## config.mk

```make
export PLATFORM = sky130hd
export DESIGN_NAME = irq_event_router
export DESIGN_NICKNAME = d
export VERILOG_FILES = /design/src/rtl/irq_route_pkg.sv /design/src/rtl/irq_event_router.sv
export SDC_FILE = /design/constraint.sdc
export NUM_CORES = 1
export LEC_CHECK = 0
export BUFFER_PORTS_ARGS = -buffer_cell sky130_fd_sc_hd__buf_2
export CORE_AREA = 3 3 194 196
export CTS_CLUSTER_SIZE = 40
export DETAILED_ROUTE_END_ITERATION = 8
export DIE_AREA = 0 0 197 199
export GPL_TIMING_DRIVEN = 1
export PLACE_DENSITY_LB_ADDON = 0.25
export SYNTH_ARGS = -nofsm -noshare
export SYNTH_HDL_FRONTEND = slang
export SYNTH_SLANG_ARGS = --single-unit
```

## constraint.sdc

```tcl
create_clock -name clock -period 2.9 [get_ports clock]
set_input_delay 0.29 -clock clock [delete_from_list [all_inputs] [get_ports clock]]
set_output_delay 0.29 -clock clock [all_outputs]
set_load 0.01 [all_outputs]
```

## src/rtl/irq_route_pkg.sv

```systemverilog
// Constants and carrier types for the master interrupt and event router
package irq_route_pkg;
   localparam int unsigned NUM_PERIPH_IRQ  = 92;
   localparam int unsigned PERIPH_VEC_BASE = 16;
   localparam int unsigned NUM_VEC         = 108;
   localparam int unsigned VEC_W           = 7;
   localparam int unsigned OFFSET_W        = 9;
   localparam int unsigned OFFSET_SHIFT    = 2;
   localparam int unsigned VEC_RESET       = 1;
   localparam int unsigned VEC_NMI         = 2;
   localparam int unsigned VEC_HARD_FAULT  = 3;
   localparam int unsigned VEC_MEM_FAULT   = 4;
   localparam int unsigned VEC_CORE_LAST   = 15;
   localparam int unsigned VEC_CORE_MISC   = 11;
   localparam int unsigned NUM_FAULTS      = 3;
   localparam int unsigned NUM_CORE_MISC   = 5;
   localparam int unsigned IRQ_WATCHDOG    = 18;
   localparam logic [1:0]  LEVEL_RESET     = 2'h3;
   localparam logic [1:0]  LEVEL_NMI       = 2'h2;
   localparam logic [1:0]  LEVEL_HARD      = 2'h1;
   localparam logic [1:0]  LEVEL_PROG      = 2'h0;
   // Assigned peripheral interrupt positions; all others are reserved
   localparam logic [NUM_PERIPH_IRQ-1:0] IRQ_ASSIGNED =
      92'h70FFF0F_1E60D43F_D1FC01FF;
   // Sources with no DMA path: watchdogs, CAN, I2C, converter lines
   localparam logic [NUM_PERIPH_IRQ-1:0] IRQ_NO_DMA =
      92'h000FF0F_00000020_00040100;

   typedef enum logic [1:0] {
      PWR_RUN   = 2'h0,
      PWR_LIGHT = 2'h1,
      PWR_DEEP  = 2'h3
   } power_state_e;

   typedef struct packed {
      logic                valid;
      logic [1:0]          level;
      logic [VEC_W-1:0]    num;
      logic [OFFSET_W-1:0] offset;
   } vec_out_s;
endpackage

```

## src/rtl/irq_event_router.sv

```systemverilog
// Master subsystem interrupt and DMA event routing with vector prioritisation
`timescale 1ns/1ps
`default_nettype none

// Contract
// - Power-on and system reset requests win over every other exception at fixed level 3.
// - The nonmaskable event is taken at fixed level 2, just below the reset requests.
// - A memory, bus or usage fault that is disabled or unserviced escalates to hard fault at level 1.
// - With its DMA channel enabled, a peripheral request starts DMA and DMA completion raises its line.
// - With its DMA channel disabled, a peripheral request drives its interrupt line directly.
// - Watchdog, CAN, I2C and converter interrupts always bypass the DMA engine.
// - The NMI watchdog reaches only the reset block, never DMA or the interrupt controller.
// - Vectors 1 to 15 carry only exceptions that the core itself raises.
// - Peripheral interrupt bit n is presented as vector n plus 16, up to vector 107.
// - Both watchdog timers share peripheral bit 18, vector 34, table offset 0x88.
// - The core has two low-power states, light sleep and deep sleep.
module irq_event_router
   import irq_route_pkg::*;
#(
   parameter int unsigned N_IRQ = NUM_PERIPH_IRQ
) (
   input  wire logic                      clock,
   input  wire logic                      rst,
   input  wire logic                      power_on_reset_request,
   input  wire logic                      system_reset_request,
   input  wire logic                      nonmaskable_event,
   input  wire logic [NUM_FAULTS-1:0]     fault_req,
   input  wire logic [NUM_FAULTS-1:0]     fault_enable,
   input  wire logic [NUM_CORE_MISC-1:0]  core_exc_req,
   input  wire logic [N_IRQ-1:0]          periph_req,
   input  wire logic [N_IRQ-1:0]          dma_chan_enable,
   input  wire logic [N_IRQ-1:0]          dma_done,
   input  wire logic                      watchdog0_irq,
   input  wire logic                      watchdog1_irq,
   input  wire logic                      nmi_watchdog_timeout,
   input  wire logic                      core_ack,
   input  wire logic                      sleep_request,
   input  wire logic                      sleep_deep,
   output logic [N_IRQ-1:0]               dma_start,
   output vec_out_s                       vec_out,
   output logic [N_IRQ-1:0]               irq_status,
   output power_state_e                   power_state,
   output logic                           reset_block_request
);

   logic [N_IRQ-1:0]   dma_start_ff,  nxt_dma_start;
   logic [N_IRQ-1:0]   irq_status_ff, nxt_irq_status;
   logic [NUM_VEC-1:0] pend_ff,       nxt_pend;
   vec_out_s           vec_ff,        nxt_vec;
   power_state_e       pwr_ff,        nxt_pwr;
   logic               nmi_wd_ff,     nxt_nmi_wd;
   logic [N_IRQ-1:0]   irq_line;
   logic [N_IRQ-1:0]   req_merged;
   logic [N_IRQ-1:0]   use_dma;
   logic               escalate;

   // Peripheral routing between DMA and direct interrupt lines
   always_comb begin
      req_merged = periph_req;
      req_merged[IRQ_WATCHDOG] = watchdog0_irq | watchdog1_irq;
      use_dma = dma_chan_enable & ~IRQ_NO_DMA[N_IRQ-1:0];
      nxt_dma_start = req_merged & use_dma & IRQ_ASSIGNED[N_IRQ-1:0];
      irq_line = ((req_merged & ~use_dma) | (dma_done & use_dma))
                 & IRQ_ASSIGNED[N_IRQ-1:0];
      nxt_irq_status = irq_line;
   end

   // Pending vectors: a new request wins over the acknowledge clear
   always_comb begin
      logic [NUM_VEC-1:0] set_v;
      logic [NUM_VEC-1:0] clr_v;
      set_v = '0;
      clr_v = '0;
      escalate = 1'b0;
      for (int k = 0; k < NUM_FAULTS; k++) begin
         if (fault_req[k] && (!fault_enable[k] || pend_ff[VEC_MEM_FAULT+k])) begin
            escalate = 1'b1;
         end else if (fault_req[k]) begin
            set_v[VEC_MEM_FAULT+k] = 1'b1;
         end
      end
      set_v[VEC_RESET] = power_on_reset_request | system_reset_request;
      set_v[VEC_NMI] = nonmaskable_event;
      set_v[VEC_HARD_FAULT] = escalate;
      set_v[VEC_CORE_LAST:VEC_CORE_MISC] = core_exc_req;
      set_v[PERIPH_VEC_BASE +: N_IRQ] = irq_line;
      if (core_ack && vec_ff.valid) begin
         clr_v[vec_ff.num] = 1'b1;
      end
      nxt_pend = (pend_ff & ~clr_v) | set_v;
   end

   // Lowest vector number wins; vectors 1..3 are the fixed levels
   always_comb begin
      logic [NUM_VEC-1:0] cand;
      cand = nxt_pend;
      nxt_vec = '0;
      for (int i = NUM_VEC - 1; i > 0; i--) begin
         if (cand[i]) begin
            nxt_vec.valid = 1'b1;
            nxt_vec.num = VEC_W'(i);
         end
      end
      nxt_vec.offset = OFFSET_W'({2'h0, nxt_vec.num} << OFFSET_SHIFT);
      if (!nxt_vec.valid) begin
         nxt_vec.level = LEVEL_PROG;
      end else if (nxt_vec.num == VEC_W'(VEC_RESET)) begin
         nxt_vec.level = LEVEL_RESET;
      end else if (nxt_vec.num == VEC_W'(VEC_NMI)) begin
         nxt_vec.level = LEVEL_NMI;
      end else if (nxt_vec.num == VEC_W'(VEC_HARD_FAULT)) begin
         nxt_vec.level = LEVEL_HARD;
      end else begin
         nxt_vec.level = LEVEL_PROG;
      end
   end

   // Low-power state: any pending vector wakes the core
   always_comb begin
      nxt_pwr = pwr_ff;
      case (pwr_ff)
         PWR_RUN: begin
            if (sleep_request && !(|nxt_pend)) begin
               nxt_pwr = sleep_deep ? PWR_DEEP : PWR_LIGHT;
            end
         end
         PWR_LIGHT, PWR_DEEP: begin
            if (|nxt_pend) begin
               nxt_pwr = PWR_RUN;
            end
         end
         default: nxt_pwr = PWR_RUN;
      endcase
   end

   // NMI watchdog goes only to the reset block
   always_comb begin
      nxt_nmi_wd = nmi_watchdog_timeout;
   end

   always_ff @(posedge clock) begin
      if (rst) begin
         dma_start_ff  <= '0;
         irq_status_ff <= '0;
         pend_ff       <= '0;
         vec_ff        <= '0;
         pwr_ff        <= PWR_RUN;
         nmi_wd_ff     <= 1'b0;
      end else begin
         dma_start_ff  <= nxt_dma_start;
         irq_status_ff <= nxt_irq_status;
         pend_ff       <= nxt_pend;
         vec_ff        <= nxt_vec;
         pwr_ff        <= nxt_pwr;
         nmi_wd_ff     <= nxt_nmi_wd;
      end
   end

   assign dma_start           = dma_start_ff;
   assign irq_status          = irq_status_ff;
   assign vec_out             = vec_ff;
   assign power_state         = pwr_ff;
   assign reset_block_request = nmi_wd_ff;

   chk_reset_top_level: assert property (@(posedge clock) disable iff (rst)
      (power_on_reset_request || system_reset_request) |=>
         (vec_out.valid && vec_out.num == 7'h01 && vec_out.level == 2'h3))
      else $error("reset request not presented at level 3");

   chk_nmi_level_two: assert property (@(posedge clock) disable iff (rst)
      (nonmaskable_event && !power_on_reset_request && !system_reset_request
       && !pend_ff[1]) |=> (vec_out.num == 7'h02 && vec_out.level == 2'h2))
      else $error("nonmaskable event not presented at level 2");

   chk_fault_escalation: assert property (@(posedge clock) disable iff (rst)
      (fault_req[0] && !fault_enable[0] && !pend_ff[4]) |=> (pend_ff[3] && !pend_ff[4]))
      else $error("disabled fault did not escalate");

   chk_hard_pending: assert property (@(posedge clock) disable iff (rst)
      (|(fault_req & ~fault_enable)) |=> pend_ff[3])
      else $error("hard fault not pending after disabled fault");

   chk_dma_start_path: assert property (@(posedge clock) disable iff (rst)
      (periph_req[0] && dma_chan_enable[0] && !dma_done[0]) |=> (dma_start[0] && !irq_status[0]))
      else $error("dma channel request not sent to dma");

   chk_direct_path: assert property (@(posedge clock) disable iff (rst)
      (periph_req[5] && !dma_chan_enable[5]) |=> (irq_status[5] && !dma_start[5]))
      else $error("direct request not routed to interrupt line");

   chk_bypass_dma: assert property (@(posedge clock) disable iff (rst)
      ##1 ((dma_start & IRQ_NO_DMA[N_IRQ-1:0]) == '0))
      else $error("dma start on a source without dma path");

   chk_watchdog_shared: assert property (@(posedge clock) disable iff (rst)
      ((watchdog0_irq || watchdog1_irq) && !pend_ff[1] && !pend_ff[2] && !pend_ff[3]
       && (pend_ff[33:4] == '0) && !power_on_reset_request && !system_reset_request
       && !nonmaskable_event && (fault_req == '0) && (core_exc_req == '0)
       && (periph_req[17:0] == '0) && (dma_done[17:0] == '0))
      |=> (vec_out.num == 7'h22 && vec_out.offset == 9'h088))
      else $error("watchdog not presented at vector 34");

   chk_nmi_wd_reset: assert property (@(posedge clock) disable iff (rst)
      nmi_watchdog_timeout |=> reset_block_request)
      else $error("nmi watchdog timeout not forwarded to reset block");

   chk_reserved_quiet: assert property (@(posedge clock) disable iff (rst)
      (irq_status & ~IRQ_ASSIGNED[N_IRQ-1:0]) == '0)
      else $error("reserved interrupt position asserted");

   chk_offset_scale: assert property (@(posedge clock) disable iff (rst)
      vec_out.valid |-> (vec_out.offset == {vec_out.num, 2'h0}))
      else $error("vector offset not four times vector number");

   chk_sleep_wake: assert property (@(posedge clock) disable iff (rst)
      (power_state != PWR_RUN && (|nxt_pend)) |=> power_state == PWR_RUN)
      else $error("pending vector did not wake the core");

endmodule

`default_nettype wire

```

==> key figures <==
Route
  • 1st-iter DRT viols: 518
  • DRC: 0
  • Vias: 10335
  • DR WL/cell: about 16 um
  • WL final: 36.5 mm
  • Antenna Nets Post-Route: 0
  • First-pass iteration count of the detailed router: 5
  • Drt via density: 4.58

Synthesis
  • Avg Synthesized Cell Area: around 8.5 sq um
  • Cell variety after synth: 72
  • Post-synthesis sequential area ratio: 43.9%
  • Post-synth EDFFs: 0
  • Seq cells post-synth: ~210
  • Main synth FF type: dfxtp_1
  • Synth Warn #: 0
  • Asr flop ratio synth: 0%
  • Syn Inst Count: approximately 1100
  • Cell area after synthesis: approximately 0.0097 sq mm

STA
  • Hold WS: 0.00888 ns
  • FMAX: 316 MHz
  • Setup slack after layout: -0.265 ns
  • Tcrit/Tclk final: 109%
  • Max-slew violations: 0
  • Final Critical Period: ~3.2 ns
  • Setup violators final: 4
  • Clock skew: 0.00935 ns
  • Worst Max-Slew Pin Slew: 0.704 ns
  • RSZ-0062 raised after global routing: yes
  • Rel. slew slack: 53.1%
  • Endpoints failing hold: 0

Die
  • Rows: 70
  • Initial Util: 26.9%
  • Die Width: 197 um
  • Core ar.: between 0.03 and 0.04 sq mm
  • Die Y: 199 um
  • IO Count: 504
  • Die Area: 0.0392 sq mm

Place
  • PortBufs: 265
  • Placed cell count: 2082
  • Worst slack, placed: -0.531 ns
  • DP HPWL: 26.6 mm
  • Routability cong.: 0.828

GRT
  • Initial antenna violation count: 5
  • Pin count of the biggest net entering global routing: 83
  • Total track usage: 17.3%
  • Number of global-route vias before repair: about 10000
  • Global-route wire length before repair: 54.1 mm
  • Remaining Overflow, GRT: 0

Clock network
  • CTS clk-pin slew, worst paths: 0.06 ns
  • Max clock buf depth: 3
  • CTS H-Tree Depth: 1
  • CTS tree: built
  • Num CTS Buffers: 27
  • Clk_lat worst skew: about 0.55 ns
  • Clock sinks: 214
  • CTS root buffer: clkbuf_16

Worst setup path
  • Arrival time worst endpoint: 3.65 ns
  • Reg-to-reg slack, setup: -0.26 ns
  • Worst path required time: ~3.4 ns
  • RR Startpoint: vec_out[3]$_SDFF_PP0_
  • Worst reg2reg endpoint: power_state[1]$_SDFFE_PP0P_
  • Reg2reg path depth: 12
  • Crit start category: flip-flop
  • Max FO, Critical Path: 5
  • WS Path Type: reg -> reg
  • CP endpoint kind: flip-flop

Worst hold path
  • Hold Path End: irq_status[65]$_SDFF_PP0_
  • Hold wc startpoint: periph_req[65]
  • Hold Crit Depth: 2
  • HP Class: in -> reg

Final layout
  • Finished Layout Cells: between 2000 and 2500
  • Reg area: 0.00430 sq mm
  • Final nets: about 2100
  • Multi-input combinational cell area: 0.00551 sq mm
  • Final Core Density: 44.4%
  • Syn-to-layout area delta: 65.1%
  • Fraction of layout cells with a size suffix above 1: 42.2%
  • # fillers: 3553

Flow run
  • Max Cap Violations: 0

Power and ir drop
  • Leak: ~7.3 nW
  • Worst VDD drop: 435 uV
  • Cell Pwr Density: 511 mW/mm^2
  • Overall power: between 8 and 9 mW

Run status
  • Status: complete, but fails checks
  • Failing checks: negative setup slack
[power by group]
group / internal [mW] / switching [mW] / leakage (nW) / total [mW]
Sequential: 3.08 / 0.0492 / 1.77 / 3.13
Clock: 2.41 / 1.42 / 0.494 / 3.82
Combinational: 0.605 / 0.662 / 5.08 / 1.27
[layer usage]
metal	vias to the layer above	global-route usage (%)	share of wire (%)
met1	4855	23.3	46
met3	49	3.64	7.0
met4	8	3.56	1.5
li1	5084	-	-
met2	339	28.7	46
met5	-	0	0.17
[kinds of logic (layout without fill, tap and decap cells)]
logic type | count (synthesis) | after routing | share of synthesized area (%)
AOI/OAI and AO/OA | 233 | 233 | 16.7
buffers and inverters | 172 | 726 | 10.7
other | 1 | 94 | 0.0385
muxes | 40 | 40 | 4.11
and+or+nand+nor | 482 | 482 | 24.5
DFF | 214 | 214 | 43.9
[area by class of cell]
cell class	count	area share, %
diodes	1	0.0155
clock buffers	30	4.45
clock inverters	20	1.85
inverters	15	0.350
multi-input cells	848	34.2
flip-flops and latches	214	26.7
well taps	468	3.64
repair buffers	661	28.7
[worst max path at each step]
stage / startpoint / to / cells past startpoint
2_1_floorplan: vec_out[4]$_SDFF_PP0_ / power_state[0]$_SDFFE_PP0P_ / 11
3_3_place_gp: core_ack / power_state[1]$_SDFFE_PP0P_ / 13
3_5_place_dp: core_ack / power_state[1]$_SDFFE_PP0P_ / 13
4_1_cts: vec_out[5]$_SDFF_PP0_ / power_state[1]$_SDFFE_PP0P_ / 11
5_1_grt: vec_out[3]$_SDFF_PP0_ / power_state[1]$_SDFFE_PP0P_ / 12
6_report: vec_out[3]$_SDFF_PP0_ / power_state[1]$_SDFFE_PP0P_ / 12
[cell usage in the layout, fill, tap and decap left out, types with 6 or more instances in the layout]
| cell type | n |
|---|---|
| a21oi_1 | 47 |
| a21oi_2 | 7 |
| a31oi_1 | 6 |
| and2_1 | 20 |
| buf_2 | 264 |
| buf_4 | 288 |
| buf_6 | 15 |
| bufinv_16 | 7 |
| clkbuf_16 | 27 |
| clkinv_2 | 6 |
| conb_1 | 93 |
| dfxtp_1 | 206 |
| dlygate4sd3_1 | 91 |
| inv_1 | 15 |
| mux2i_1 | 40 |
| nand2_1 | 107 |
| nand2b_1 | 9 |
| nand3_1 | 21 |
| nand3_2 | 6 |
| nand4_1 | 14 |
| nand4bb_1 | 6 |
| nor2_1 | 191 |
| nor2b_1 | 23 |
| nor3_1 | 9 |
| nor4_4 | 7 |
| o211ai_1 | 7 |
| o21ai_0 | 19 |
| o21ai_1 | 6 |
| o31a_1 | 6 |
| o31ai_1 | 44 |
| o31ai_2 | 30 |
| o31ai_4 | 8 |
[cell usage after synthesis, types with 3 or more instances]
master	number	area [sq um]
and3_1	4	25.0
nand3b_1	4	30.0
a211o_1	3	26.3
o41ai_1	4	35.0
clkbuf_1	38	143
o31ai_2	5	62.6
a21o_1	3	22.5
nor3_1	13	65.1
o21ai_0	25	125
nor2_1	196	736
buf_4	101	758
nand4bb_1	7	78.8
or3_1	8	50.1
nor4b_1	3	26.3
nor3_2	3	30.0
or4b_1	3	30.0
o2111ai_1	5	43.8
dfxtp_1	214	4280
buf_1	6	22.5
a31oi_1	8	50.1
o211ai_1	7	52.6
o31ai_1	77	578
and2_1	20	125
o31a_1	6	52.6
nand3_2	4	40.0
a21boi_0	5	37.5
nand3_1	24	120
nand2b_1	10	62.6
a41oi_1	5	43.8
nor4_1	7	43.8
nand4b_1	4	35.0
a21oi_1	53	265
or2_2	5	31.3
a2111oi_0	5	43.8
nor2b_1	25	156
mux2i_1	40	400
a211oi_1	4	30.0
nand4_1	14	87.6
nand2_1	111	417
buf_2	11	55.1
inv_1	15	56.3
[critical path, stage by stage, from the launching register on]
cell and delay, ns:
dfxtp_2 0.34, buf_4 0.13, nand2b_1 0.21, buf_4 0.18, buf_12 0.13, o31ai_2 0.31, nand4_1 0.23, nor4_4 0.34
nand2_2 0.12, nor4_4 0.34, nand3_2 0.12, or4b_4 0.53, nor2_2 0.12
[stage by stage]
stage                     setup TNS [ns]  area (sq um)
after floorplan                        0         10200
after global placement             -2.01         13200
after detailed placement           -2.55         13200
after CTS                         -0.829         15500
after global routing               -1.60         16100
final                             -0.809         16100
[registers in the layout, indices dropped and copies added (netlist names)]
signal / cells
dma_start: 39
irq_status: 54
pend_ff: 108
power_state: 2
reset_block_request: 1
vec_out: 10
[repair_timing]
item,in CTS,in global routing
setup buffers,7,26
resized for setup,70,78
setup endpoints to repair,9,10
endpoints found under the hold margin,50,0
pin swaps,16,34
hold buffers,91,0
Note: power is estimated with default switching activity, not from simulation.
